<file path="config.mk">
export PLATFORM = sky130hd
export DESIGN_NAME = csp_top
export DESIGN_NICKNAME = d
export VERILOG_FILES = /design/src/hw/csp_pkg.sv /design/src/hw/csp_sync.sv /design/src/hw/csp_top.sv
export SDC_FILE = /design/constraint.sdc
export NUM_CORES = 1
export LEC_CHECK = 0
export ABC_AREA = 1
export BUFFER_PORTS_ARGS = -buffer_cell sky130_fd_sc_hd__buf_2
export CORE_UTILIZATION = 55
export DETAILED_ROUTE_END_ITERATION = 12
export PLACE_DENSITY_LB_ADDON = 0.12
export SLEW_MARGIN = 20
export SYNTH_ARGS = -nofsm -noshare
export SYNTH_HDL_FRONTEND = slang
export SYNTH_HIERARCHICAL = 1
export SYNTH_SLANG_ARGS = --single-unit
export TNS_END_PERCENT = 1
</file>
<file path="constraint.sdc">
create_clock -name clock_i -period 2 [get_ports clock_i]
set_input_delay 0.5 -clock clock_i [delete_from_list [all_inputs] [get_ports clock_i]]
set_output_delay 0.5 -clock clock_i [all_outputs]
set_load 0.05 [all_outputs]
</file>
<file path="src/hw/csp_pkg.sv">
// Purpose: Constants and types for the clocked serial port output phasing block
// Assumes: Single core clock at 125 MHz, registers over a plain strobe port
// Notes:   Register offsets are 4-bit addresses of 8-bit registers
// Notes on behaviour
// - Four clock/data phase types supported
// - Phase 0: first bit latched on launch edge
// - Phase 0: opposite edge loads, shifts, captures
// - Phase 0: later bits launched each launch edge
// - Phase 1: first bit shown at start
// - Phase 1: first edge loads, shifts, captures
// - Phase 1: later bits on opposite edges
// - Mode 1: output holds last bit after transfer
// - Disabled, mode 1, phase 1: buffer end bit
// - Select writes update output at once
// - Pin level follows direction and latch
// - Eight bits per transfer, clock synchronised
// - Active flag set, cleared; done raised
// - Disable clears active flag and shifter
package csp_pkg;
   localparam logic [3:0] CSP_ADDR_MODE   = 4'h0;
   localparam logic [3:0] CSP_ADDR_CLKSEL = 4'h4;
   localparam logic [3:0] CSP_ADDR_TXBUF  = 4'h8;
   localparam logic [3:0] CSP_ADDR_SHIFT  = 4'hC;
   localparam logic [3:0] CSP_ADDR_IRQST  = 4'h1;
   localparam logic [3:0] CSP_ADDR_IRQMSK = 4'h2;
   localparam logic [3:0] CSP_ADDR_PORT   = 4'h3;
   // Mode register fields
   localparam int CSP_MODE_EN_BIT    = 7;
   localparam int CSP_MODE_TRMD_BIT  = 6;
   localparam int CSP_MODE_DIR_BIT   = 4;
   localparam int CSP_MODE_ACT_BIT   = 0;
   // Clock select register fields
   localparam int CSP_CLK_CKP_BIT    = 4;
   localparam int CSP_CLK_DAP_BIT    = 3;
   // Port control register fields
   localparam int CSP_PORT_DIR_BIT   = 1;
   localparam int CSP_PORT_LAT_BIT   = 0;
   localparam logic [7:0] CSP_MODE_RST   = 8'h00;
   localparam logic [7:0] CSP_CLKSEL_RST = 8'h00;
   localparam logic [1:0] CSP_PORT_RST   = 2'h1;
   localparam logic [3:0] CSP_BITS       = 4'h8;
   localparam int CSP_SYNC_STAGES = 2;
   typedef struct packed {
      logic [3:0] addr;
      logic [7:0] wdata;
      logic       wr;
      logic       rd;
   } csp_bus_req_type;
   typedef struct packed {
      logic en;
      logic trmd;
      logic dir;
      logic ckp;
      logic dap;
   } csp_cfg_type;
   typedef enum logic [1:0] {
      CSP_IDLE  = 2'b00,
      CSP_FIRST = 2'b01,
      CSP_RUN   = 2'b10
   } csp_state_type;
endpackage : csp_pkg

</file>
<file path="src/hw/csp_sync.sv">
// Purpose: Two flip-flop synchroniser for pin inputs
// Assumes: Inputs asynchronous to clock_i
// Notes:   First stage read only by the second stage
`timescale 1ns/1ps
module csp_sync #(
   parameter int WIDTH = 2
) (
   // Clock and reset
   input  wire logic             clock_i,
   input  wire logic             rst_n_i,
   // Data
   input  wire logic [WIDTH-1:0] d_i,
   output logic      [WIDTH-1:0] q_o
);
   logic [WIDTH-1:0] meta_r;
   logic [WIDTH-1:0] q_r;
   always_ff @(posedge clock_i or negedge rst_n_i) begin
      if (!rst_n_i) begin
         meta_r <= '0;
         q_r    <= '0;
      end else begin
         meta_r <= d_i;
         q_r    <= meta_r;
      end
   end
   assign q_o = q_r;
endmodule : csp_sync

</file>
<file path="src/hw/csp_top.sv">
// Purpose: Slave clocked serial port: bit phasing, shifter, flags, interrupt
// Assumes: Serial clock and input come from the partner, sampled by clock_i
// Notes:   Serial clock pin is sampled, not used as a clock
//
// The address-and-strobe port and the placing of the registers were left to the implementer.
`timescale 1ns/1ps
module csp_top (
   // Clock and reset
   input  wire logic                 clock_i,
   input  wire logic                 rst_n_i,
   // Register port
   input  wire csp_pkg::csp_bus_req_type bus_i,
   output logic [7:0]                rdata_o,
   // Serial pins
   input  wire logic                 serial_clock_pin_i,
   input  wire logic                 serial_in_pin_i,
   output logic                      serial_out_pin_o,
   output logic                      serial_out_pin_oe_o,
   // Interrupt
   output logic                      irq_o
);
   import csp_pkg::*;

   logic rst_a_r, rst_b_r;
   always_ff @(posedge clock_i or negedge rst_n_i) begin
      if (!rst_n_i) begin
         rst_a_r <= 1'b0;
         rst_b_r <= 1'b0;
      end else begin
         rst_a_r <= 1'b1;
         rst_b_r <= rst_a_r;
      end
   end
   logic rst_n;
   assign rst_n = rst_b_r;

   logic [1:0] pins_s;
   csp_sync #(.WIDTH(2)) u_sync (
      .clock_i (clock_i),
      .rst_n_i (rst_n),
      .d_i     ({serial_clock_pin_i, serial_in_pin_i}),
      .q_o     (pins_s)
   );
   logic sck_s, sin_s, sck_d_r;
   assign sck_s = pins_s[1];
   assign sin_s = pins_s[0];

   // Registers
   csp_cfg_type   cfg_r, cfg_nxt;
   logic [7:0]    txbuf_r, txbuf_nxt;
   logic [7:0]    shift_r, shift_nxt;
   logic [7:0]    rdata_r, rdata_nxt;
   logic          lat_r, lat_nxt;
   logic          act_r, act_nxt;
   logic [3:0]    cnt_r, cnt_nxt;
   csp_state_type st_r, st_nxt;
   logic          done_r, done_nxt;
   logic          msk_r, msk_nxt;
   logic [1:0]    port_r, port_nxt;
   logic          so_r, so_nxt;
   logic          oe_r, oe_nxt;
   logic          irq_r, irq_nxt;

   function automatic logic end_bit(input logic [7:0] v, input logic lsb_first);
      end_bit = lsb_first ? v[0] : v[7];
   endfunction : end_bit

   function automatic logic [7:0] shl(input logic [7:0] v, input logic lsb_first,
                                      input logic in_bit);
      shl = lsb_first ? {in_bit, v[7:1]} : {v[6:0], in_bit};
   endfunction : shl

   // Idle level of the clock is ckp; lead edge leaves idle, trail returns; dap set makes trail the launch edge
   logic sck_n, sck_nd, edge_lead, edge_trail, edge_launch, edge_cap;
   assign sck_n      = sck_s ^ cfg_r.ckp;
   assign sck_nd     = sck_d_r ^ cfg_r.ckp;
   assign edge_lead  = sck_n & ~sck_nd;
   assign edge_trail = ~sck_n & sck_nd;
   assign edge_cap   = cfg_r.dap ? edge_lead : edge_trail;
   assign edge_launch = cfg_r.dap ? edge_trail : edge_lead;

   logic wr_mode, wr_clk, wr_tx, rd_shift, rd_irq, start;
   always_comb begin
      wr_mode  = 1'b0;
      wr_clk   = 1'b0;
      wr_tx    = 1'b0;
      rd_shift = 1'b0;
      rd_irq   = 1'b0;
      if (bus_i.wr && bus_i.addr == CSP_ADDR_MODE) begin
         wr_mode = 1'b1;
      end else if (bus_i.wr && bus_i.addr == CSP_ADDR_CLKSEL) begin
         wr_clk = 1'b1;
      end else if (bus_i.wr && bus_i.addr == CSP_ADDR_TXBUF) begin
         wr_tx = 1'b1;
      end else if (bus_i.rd && bus_i.addr == CSP_ADDR_SHIFT) begin
         rd_shift = 1'b1;
      end else if (bus_i.rd && bus_i.addr == CSP_ADDR_IRQST) begin
         rd_irq = 1'b1;
      end
      start = cfg_r.en && !act_r && ((wr_tx && cfg_r.trmd) || (rd_shift && !cfg_r.trmd));
   end

   // Register writes and reads
   always_comb begin
      cfg_nxt   = cfg_r;
      txbuf_nxt = txbuf_r;
      msk_nxt   = msk_r;
      port_nxt  = port_r;
      rdata_nxt = 8'h00;
      if (wr_mode) begin
         cfg_nxt.en   = bus_i.wdata[CSP_MODE_EN_BIT];
         cfg_nxt.trmd = bus_i.wdata[CSP_MODE_TRMD_BIT];
         cfg_nxt.dir  = bus_i.wdata[CSP_MODE_DIR_BIT];
      end
      if (wr_clk) begin
         cfg_nxt.ckp = bus_i.wdata[CSP_CLK_CKP_BIT];
         cfg_nxt.dap = bus_i.wdata[CSP_CLK_DAP_BIT];
      end
      if (wr_tx) begin
         txbuf_nxt = bus_i.wdata;
      end
      if (bus_i.wr && bus_i.addr == CSP_ADDR_IRQMSK) begin
         msk_nxt = bus_i.wdata[0];
      end
      if (bus_i.wr && bus_i.addr == CSP_ADDR_PORT) begin
         port_nxt = bus_i.wdata[1:0];
      end
      if (bus_i.rd) begin
         if (bus_i.addr == CSP_ADDR_MODE) begin
            rdata_nxt = {cfg_r.en, cfg_r.trmd, 1'b0, cfg_r.dir, 3'h0, act_r};
         end else if (bus_i.addr == CSP_ADDR_CLKSEL) begin
            rdata_nxt = {3'h0, cfg_r.ckp, cfg_r.dap, 3'h0};
         end else if (bus_i.addr == CSP_ADDR_TXBUF) begin
            rdata_nxt = txbuf_r;
         end else if (bus_i.addr == CSP_ADDR_SHIFT) begin
            rdata_nxt = shift_r;
         end else if (bus_i.addr == CSP_ADDR_IRQST) begin
            rdata_nxt = {7'h00, done_r};
         end else if (bus_i.addr == CSP_ADDR_IRQMSK) begin
            rdata_nxt = {7'h00, msk_r};
         end else if (bus_i.addr == CSP_ADDR_PORT) begin
            rdata_nxt = {6'h00, port_r};
         end
      end
   end

   // Transfer engine
   logic done_ev;
   always_comb begin
      st_nxt    = st_r;
      shift_nxt = shift_r;
      lat_nxt   = lat_r;
      act_nxt   = act_r;
      cnt_nxt   = cnt_r;
      done_ev   = 1'b0;
      case (st_r)
         CSP_IDLE: begin
            if (start) begin
               act_nxt = 1'b1;
               cnt_nxt = 4'h0;
               st_nxt  = CSP_FIRST;
               if (cfg_r.dap) begin
                  lat_nxt = end_bit(txbuf_nxt, cfg_r.dir);
               end
            end
         end
         CSP_FIRST: begin
            if (!cfg_r.dap && edge_launch) begin
               lat_nxt = end_bit(txbuf_r, cfg_r.dir);
            end else if (edge_cap) begin
               shift_nxt = shl(txbuf_r, cfg_r.dir, sin_s);
               cnt_nxt   = 4'h1;
               st_nxt    = CSP_RUN;
            end
         end
         CSP_RUN: begin
            if (edge_launch && cnt_r != CSP_BITS) begin
               lat_nxt = end_bit(shift_r, cfg_r.dir);
            end else if (edge_cap) begin
               shift_nxt = shl(shift_r, cfg_r.dir, sin_s);
               cnt_nxt   = cnt_r + 4'h1;
               if (cnt_r + 4'h1 == CSP_BITS) begin
                  act_nxt = 1'b0;
                  done_ev = 1'b1;
                  st_nxt  = CSP_IDLE;
               end
            end
         end
         default: st_nxt = CSP_IDLE;
      endcase
      if (!cfg_nxt.en) begin
         act_nxt   = 1'b0;
         shift_nxt = 8'h00;
         st_nxt    = CSP_IDLE;
         // Disabling is a mode change: the latch drops its last bit
         lat_nxt   = 1'b0;
      end
   end

   // Output selector, interrupt
   logic so_sel;
   always_comb begin
      if (!cfg_nxt.trmd) begin
         so_sel = 1'b0;
      end else if (!cfg_nxt.en && cfg_nxt.dap) begin
         so_sel = end_bit(txbuf_nxt, cfg_nxt.dir);
      end else begin
         so_sel = lat_nxt;
      end
      // Latch low: serial output reaches the pin; latch high: port level unless transmitting
      so_nxt   = port_nxt[CSP_PORT_LAT_BIT] ? !(cfg_nxt.en && cfg_nxt.trmd)
                                            : so_sel;
      oe_nxt   = ~port_nxt[CSP_PORT_DIR_BIT];
      done_nxt = done_ev | (done_r & ~rd_irq);
      irq_nxt  = done_nxt & msk_nxt;
   end

   always_ff @(posedge clock_i or negedge rst_n) begin
      if (!rst_n) begin
         cfg_r   <= '0;
         txbuf_r <= 8'h00;
         shift_r <= 8'h00;
         rdata_r <= 8'h00;
         lat_r   <= 1'b0;
         act_r   <= 1'b0;
         cnt_r   <= 4'h0;
         st_r    <= CSP_IDLE;
         done_r  <= 1'b0;
         msk_r   <= 1'b0;
         port_r  <= CSP_PORT_RST;
         so_r    <= 1'b0;
         oe_r    <= 1'b0;
         irq_r   <= 1'b0;
         sck_d_r <= 1'b0;
      end else begin
         cfg_r   <= cfg_nxt;
         txbuf_r <= txbuf_nxt;
         shift_r <= shift_nxt;
         rdata_r <= rdata_nxt;
         lat_r   <= lat_nxt;
         act_r   <= act_nxt;
         cnt_r   <= cnt_nxt;
         st_r    <= st_nxt;
         done_r  <= done_nxt;
         msk_r   <= msk_nxt;
         port_r  <= port_nxt;
         so_r    <= so_nxt;
         oe_r    <= oe_nxt;
         irq_r   <= irq_nxt;
         sck_d_r <= sck_s;
      end
   end

   assign rdata_o             = rdata_r;
   assign serial_out_pin_o    = so_r;
   assign serial_out_pin_oe_o = oe_r;
   assign irq_o               = irq_r;

   // Checks
   chk_disable_clears: assert property (@(posedge clock_i) disable iff (!rst_n)
      !cfg_r.en |-> !act_r && shift_r == 8'h00)
      else $error("disable left transfer state");
   chk_done_ends: assert property (@(posedge clock_i) disable iff (!rst_n)
      $rose(done_r) |-> $fell(act_r))
      else $error("done flag without active end");
   chk_start_active: assert property (@(posedge clock_i) disable iff (!rst_n)
      start |=> act_r || !cfg_r.en)
      else $error("start did not set active");
   chk_mode0_low: assert property (@(posedge clock_i) disable iff (!rst_n)
      cfg_r.en && !cfg_r.trmd && !port_r[CSP_PORT_LAT_BIT]
      |=> !so_r || !cfg_r.en || cfg_r.trmd || port_r[CSP_PORT_LAT_BIT])
      else $error("receive mode output not low");
   chk_count_eight: assert property (@(posedge clock_i) disable iff (!rst_n)
      act_r |-> cnt_r < CSP_BITS)
      else $error("bit count beyond eight");
   chk_dis_endbit: assert property (@(posedge clock_i) disable iff (!rst_n)
      !cfg_r.en && cfg_r.trmd && cfg_r.dap && !port_r[0]
      |=> so_r == end_bit(txbuf_r, cfg_r.dir) || $changed(cfg_r) || $changed(txbuf_r)
          || $changed(port_r))
      else $error("disabled phase 1 output wrong");
   chk_phase1_first: assert property (@(posedge clock_i) disable iff (!rst_n)
      start && cfg_r.dap |=> lat_r == end_bit(txbuf_r, cfg_r.dir))
      else $error("phase 1 first bit not presented");
   chk_hold_last: assert property (@(posedge clock_i) disable iff (!rst_n)
      st_r == CSP_IDLE && !start && cfg_r.en && !wr_mode |=> $stable(lat_r))
      else $error("output changed after transfer");
   chk_oe_dir: assert property (@(posedge clock_i) disable iff (!rst_n)
      1'b1 |=> oe_r == ~port_r[CSP_PORT_DIR_BIT])
      else $error("output enable does not follow direction");
endmodule : csp_top

</file>
After elaboration in Yosys (flattened, before gate mapping)
Cells that the tools add are included.
{"block": "word_totals", "input_bits": 18, "output_inout_bits": 11, "reg_bits": 51, "elab_cells": 162}
{"block": "op_classes", "n_mux": 75, "n_eq_ne": 23, "addsub": 1, "n_bitwise": 11, "n_reduce_logical": 28}
{"cell": "$mux 8", "count": 13}
{"cell": "$mux 1", "count": 40}
{"cell": "$mux 2", "count": 11}
{"cell": "$mux 4", "count": 5}
{"cell": "$ne 3x3->1 const B", "count": 6}
{"cell": "$pmux 8 s2", "count": 1}
{"cell": "$logic_and 1x1->1", "count": 15}
{"cell": "$eq 4x4->1 const B", "count": 3}
{"cell": "$pmux 4 s3", "count": 1}
{"cell": "$reduce_and 6->1", "count": 2}
{"cell": "$ne 2x2->1 const B", "count": 5}
{"cell": "$reduce_and 5->1", "count": 2}
{"cell": "$eq 4x2->1 const B", "count": 2}
{"cell": "$ne 3x1->1 const B", "count": 2}
{"cell": "$pmux 2 s3", "count": 1}
{"cell": "$logic_not 1->1", "count": 5}
{"cell": "$add 4x1->4 const B", "count": 1}
{"cell": "$and 1x1->1", "count": 4}
{"cell": "$eq 4x1->1 const B", "count": 1}
{"cell": "$eq 4x3->1 const B", "count": 1}
{"cell": "$logic_not 4->1", "count": 1}
{"cell": "$ne 4x4->1 const B", "count": 1}
{"cell": "$not 1->1", "count": 4}
{"cell": "$mux 3", "count": 1}
{"cell": "9 further kinds", "count": 10}

Logic depth before layout (Yosys ltp)
{"block": "depth", "ltp_word": 15, "mapped_depth": 14}

By module
The synthesis kept the hierarchy.
{"mod": "csp_top", "seq_area_each_um2": 1177.4, "n_inst": 1, "area_per_inst_um2": 2593.7, "cells_each": 330}
{"mod": "csp_sync", "seq_area_each_um2": 100.1, "n_inst": 1, "area_per_inst_um2": 100.1, "cells_each": 4}

Least setup slack after synthesis
No wires, ideal clock.
{"block": "synth_path", "path_kind": "flip-flop to flip-flop", "from": "reg st_r[0]", "to": "reg st_r[0]", "t_arrival_ns": 1.540, "setup_ns": 0.127, "synth_period_minus_slack_ns": 1.667, "path_stages_with_launch": 10, "t_required_ns": 1.873, "setup_slack_ns": 0.333, "cell_sequence": "dfrtp_1 > inv_1 > ha_1 > clkbuf_1 > clkbuf_1 > nand2_1 > a21oi_1 > a21oi_2 > nand3_1 > o21ai_0"}
{"block": "synth_via", "elab_chain_len": 3, "elab_cells_between_ends": 12, "cone_classes": "8 x eq/ne; 2 x mux; 2 x reduce/logical"}
{"item": "from (decl)", "line_no": "csp_top.sv:56", "text": "csp_state_type st_r, st_nxt;"}
{"item": "from (signal assigned)", "line_no": "csp_top.sv:243", "text": "st_r <= st_nxt;"}
{"item": "$eq 2x2->1, or another cell as far along", "line_no": "csp_top.sv:156", "text": "case (st_r)"}
{"item": "$ne 3x3->1 (no source line) or $pmux 2 s3 (tied branches)"}
{"item": "$reduce_and 6->1 (no source line) or $mux 2 (tied branches)"}
Several ways; a longest one is shown, not always the timed one.
A chain may end at the register's enable or synchronous reset.

Worst setup path after layout
{"block": "layout_path", "from": "reg cfg_r[1] (netlist bit)", "to": "reg shift_r[6]"}
{"block": "layout_via", "elab_chain_len": 7, "elab_cells_between_ends": 15, "cone_classes": "4 x eq/ne; 2 x mux; 6 x bitwise; 3 x reduce/logical"}
{"item": "from (decl)", "line_no": "csp_top.sv:49", "text": "csp_cfg_type cfg_r, cfg_nxt;"}
{"item": "from (signal assigned)", "line_no": "csp_top.sv:236", "text": "cfg_r <= cfg_nxt;"}
{"item": "$xor 1x1->1 (on tied branches)", "line_no": "csp_top.sv:76, csp_top.sv:75"}
{"item": "$not 1->1 (on tied branches)", "line_no": "csp_top.sv:77, csp_top.sv:78"}
{"item": "$and 1x1->1 (on tied branches)", "line_no": "csp_top.sv:77, csp_top.sv:78"}
{"item": "$mux 1", "line_no": "csp_top.sv:80", "text": "assign edge_launch = cfg_r.dap ? edge_trail : edge_lead;"}
{"item": "$logic_and 1x1->1 (on tied branches)", "line_no": "csp_top.sv:177, csp_top.sv:168"}
{"item": "$ne 3x3->1 (no source line)"}
{"item": "$reduce_and 5->1 (no source line) (*)"}
{"item": "to (signal assigned)", "line_no": "csp_top.sv:238", "text": "shift_r <= shift_nxt;"}
{"item": "to (decl)", "line_no": "csp_top.sv:51", "text": "logic [7:0] shift_r, shift_nxt;"}
Mark *: on every way between the ends. The rest lies on a longest branch, timed or not.

==> results.json <==
{
  "result_of_the_run": "completed",
  "die_width_um": 72.0,
  "sequentialPowerShare_pct": 40.8,
  "netlist_area_mm2": 0.00269,
  "hold_viol_final": 0,
  "critPathLaunchType": "flip-flop",
  "compound_gate_portion_of_the_synthesized_area_pct": 16.4,
  "cap_violations": 0,
  "dpl.hpwl_um": 4500,
  "synth_adder_area_share_pct": 2.79,
  "final_layout_size_suffix_gt1_share_pct": 17.8,
  "io_buffer_count": 28,
  "power.internal_uw": 2180,
  "final.period_utilization_pct": 90.4,
  "comb_power_share_pct": 35.8,
  "number_of_antenna_violations_at_the_first_check_in_global_routing": 0,
  "yosys-mux-area-fraction_pct": 0,
  "htree_num_levels": 2,
  "synth_xor_xnor_area_share_pct": 1.30,
  "first_iter_violations": 145,
  "ys_top_cells_by_area": "sky130_fd_sc_hd__dfrtp_1 (46%), sky130_fd_sc_hd__nand2_1 (9.3%), sky130_fd_sc_hd__o21ai_0 (7.4%), sky130_fd_sc_hd__inv_1 (7.1%), sky130_fd_sc_hd__nand3_1 (5.8%)",
  "dieArea_mm2": 0.00518,
  "leak_uw": 0.00159,
  "syn_nets": 358,
  "first_pass_grt_wire_length_um": 9920,
  "dieHeight_um": 72.0,
  "antenna_left": 0,
  "placement_rows": 25,
  "grt_max_degree": 50,
  "synth_seq_area_share_pct": 47.4,
  "number_of_synthesized_flops_with_an_enable_pin": 0,
  "post_synth_num_cell_types": 41,
  "post-cts-setup-buffers": 0,
  "clkLatencyLatePin_ps": 300,
  "ctsRootBufferMaster": "sky130_fd_sc_hd__clkbuf_8",
  "layout_overhead_on_the_synthesized_area_pct": 16.3,
  "floorplan.io_pins": 29,
  "synth_flop_cell": "sky130_fd_sc_hd__dfrtp_1",
  "dr.pass1.iters": 4,
  "synth_top_area_cell": "sky130_fd_sc_hd__dfrtp_1",
  "slew_violations": 0,
  "start_util_pct": 57.0,
  "design.core.area_mm2": 0.00472,
  "clock_path_buffers": 2,
  "hold_path.class": "input port to flip-flop",
  "overall_via_count_from_detail_route": 2343,
  "p_sw_share_pct": 37.9,
  "synthesis.instances": 334,
  "timing.final.setup_violations": 0,
  "postSynth.asyncResetShare_pct": 100,
  "antenna_cells": 0,
  "worst-endpoint-arrival_ps": 1990,
  "setup_repair_after_global_routing_missed_its_margin": "no",
  "gp_congestion": 0.897,
  "clkSlewWorstSetupHoldPaths_ps": 90,
  "synth.top_cell.area_share_pct": 46.4,
  "grt_overflow": 0,
  "path_max_fanout": 7,
  "cts_made_buffers": 5,
  "power_share_of_the_clock_group_pct": 23.4,
  "layout_min_cycle_time_ps": 1810,
  "p_per_area_mw_per_mm2": 1120,
  "grt_use_total_pct": 24.8,
  "ys_seq_elements": 51,
  "post-synth-top-count-cell": "sky130_fd_sc_hd__nand2_1",
  "skew_ps": 4.91,
  "vias_per_cell": 5.28,
  "route.detailed.wl_per_inst_um": 13.2,
  "end_kind": "flip-flop",
  "largest_family_of_logic_cells_by_synthesized_area": "simple AND/OR/NAND/NOR gates",
  "clock-sinks": 51,
  "ir_drop_uv": 612,
  "max-slew-margin-rel_pct": 60.3,
  "synthesis.yosys.warnings": 6,
  "fin_hold_ws_ps": 301,
  "grt_pass1_vias": 2151,
  "synth_simple_gate_area_share_pct": 23.2,
  "synth_area_per_cell_um2": 8.07,
  "totalWireLength_um": 5850,
  "total_switching_power_uw": 1330,
  "path_class": "flip-flop to flip-flop",
  "layout.core_utilization_pct": 66.3,
  "max_freq_mhz": 553,
  "tightestPinTransition_ps": 595,
  "cts_tree": "built",
  "synth_commonest_cells": "sky130_fd_sc_hd__nand2_1 (67), sky130_fd_sc_hd__inv_1 (51), sky130_fd_sc_hd__dfrtp_1 (50)",
  "setup-tns-final_ps": 0,
  "numnets_final": 400,
  "drc": 0,
  "crit_required_ps": 2180
}
through the flow:
stage	area, um2	cells	worst slack [ps]	power [uW]
finish	3130	444	191	3510
global route	3130	444	34.7	3760
CTS	3130	444	216	3520
detailed placement	2990	435	43.6	2690
global placement	2990	435	80.3	2670
floorplan	2690	334	333	2320
power by group through the flow:
stage                     Combinational [uW]  Sequential (uW)  Clock [uW]
final                                   1260             1430         821
after global placement                  1230             1440           0
after floorplan                          853             1470           0
after CTS                               1250             1430         844
after global routing                    1430             1460         879
after detailed placement                1240             1450           0
logic make-up after synthesis:
kind of cell | Yosys count
fa+ha+maj | 6
other cells | 1
compound gates | 76
flops | 51
buf+inv | 61
simple gates | 135
xor+xnor | 4
layout make-up:
cell class | count | area (um2)
fill | 421 | 1590
sequential | 51 | 1280
multi-input combinational | 222 | 1180
timing repair buffer | 40 | 245
inverter | 56 | 210
tap | 67 | 83.8
clock buffer | 6 | 72.6
clock inverter | 2 | 60.1
timing repair:
action,4_1_cts,5_1_grt
hold buffers,1,0
hold endpoints to repair,2,0
resized for setup,0,0
state kept, by name, indices dropped and copies added, names as in the netlist:
signal               cells
rdata_o                  8
serial_out_pin_oe_o      1
irq_o                    1
u_sync/meta_r            2
cnt_r                    4
st_r                     2
rst_b_r                  1
msk_r                    1
done_r                   1
act_r                    1
u_sync/q_o               2
rst_a_r                  1
port_r                   2
serial_out_pin_o         1
lat_r                    1
sck_d_r                  1
txbuf_r                  8
shift_r                  8
cfg_r                    5
routing by layer:
metal  global-route usage (%)  part of all wire [%]  vias up
li1                         -                     -     1171
met1                     35.2                    48     1093
met2                     39.0                    46       70
met3                     4.31                   4.3        9
met4                     8.28                   1.8        0
met5                        0                     0        -
cell usage in the layout, fill, tap and decap left out, types with 2 or more instances in the layout:
master,instances
sky130_fd_sc_hd__nand3_1,31
sky130_fd_sc_hd__bufinv_16,2
sky130_fd_sc_hd__nand2_2,3
sky130_fd_sc_hd__dfrtp_1,49
sky130_fd_sc_hd__o21ai_0,40
sky130_fd_sc_hd__xnor2_1,2
sky130_fd_sc_hd__o21ai_1,4
sky130_fd_sc_hd__nand2_1,67
sky130_fd_sc_hd__buf_4,10
sky130_fd_sc_hd__clkbuf_8,5
sky130_fd_sc_hd__inv_1,51
sky130_fd_sc_hd__a211oi_1,2
sky130_fd_sc_hd__xor2_1,2
sky130_fd_sc_hd__ha_1,6
sky130_fd_sc_hd__o22ai_1,3
sky130_fd_sc_hd__a21oi_2,2
sky130_fd_sc_hd__nand4_1,6
sky130_fd_sc_hd__buf_2,28
sky130_fd_sc_hd__nor2_4,2
sky130_fd_sc_hd__nor2_1,19
sky130_fd_sc_hd__inv_2,4
sky130_fd_sc_hd__a21oi_1,15
critical path, stage by stage (launching register included):
cell and delay, ps:
sky130_fd_sc_hd__dfrtp_1 450, sky130_fd_sc_hd__inv_1 110, sky130_fd_sc_hd__nand2_1 70, sky130_fd_sc_hd__nand2_1 70
sky130_fd_sc_hd__inv_1 90, sky130_fd_sc_hd__nor2_1 40, sky130_fd_sc_hd__o21ai_1 220, sky130_fd_sc_hd__inv_1 120
sky130_fd_sc_hd__nand2_1 200, sky130_fd_sc_hd__nand2_2 140, sky130_fd_sc_hd__nand3_1 90, sky130_fd_sc_hd__o21ai_0 90
worst paths after layout:
check | startpoint | end | slack, ps | cells past startpoint
max in group asynchronous | rst_b_r | cfg_r[3] | 1240 | 1
min reg2reg | rst_b_r | shift_r[6] | 360 | 1
min | serial_clock_pin_i | u_sync/meta_r[1] | 300 | 1
max | cfg_r[1] | shift_r[6] | 190 | 11
min in group asynchronous | rst_b_r | shift_r[6] | 360 | 1
max reg2reg | cfg_r[1] | shift_r[6] | 190 | 11
(Power assumes the default switching activity.)
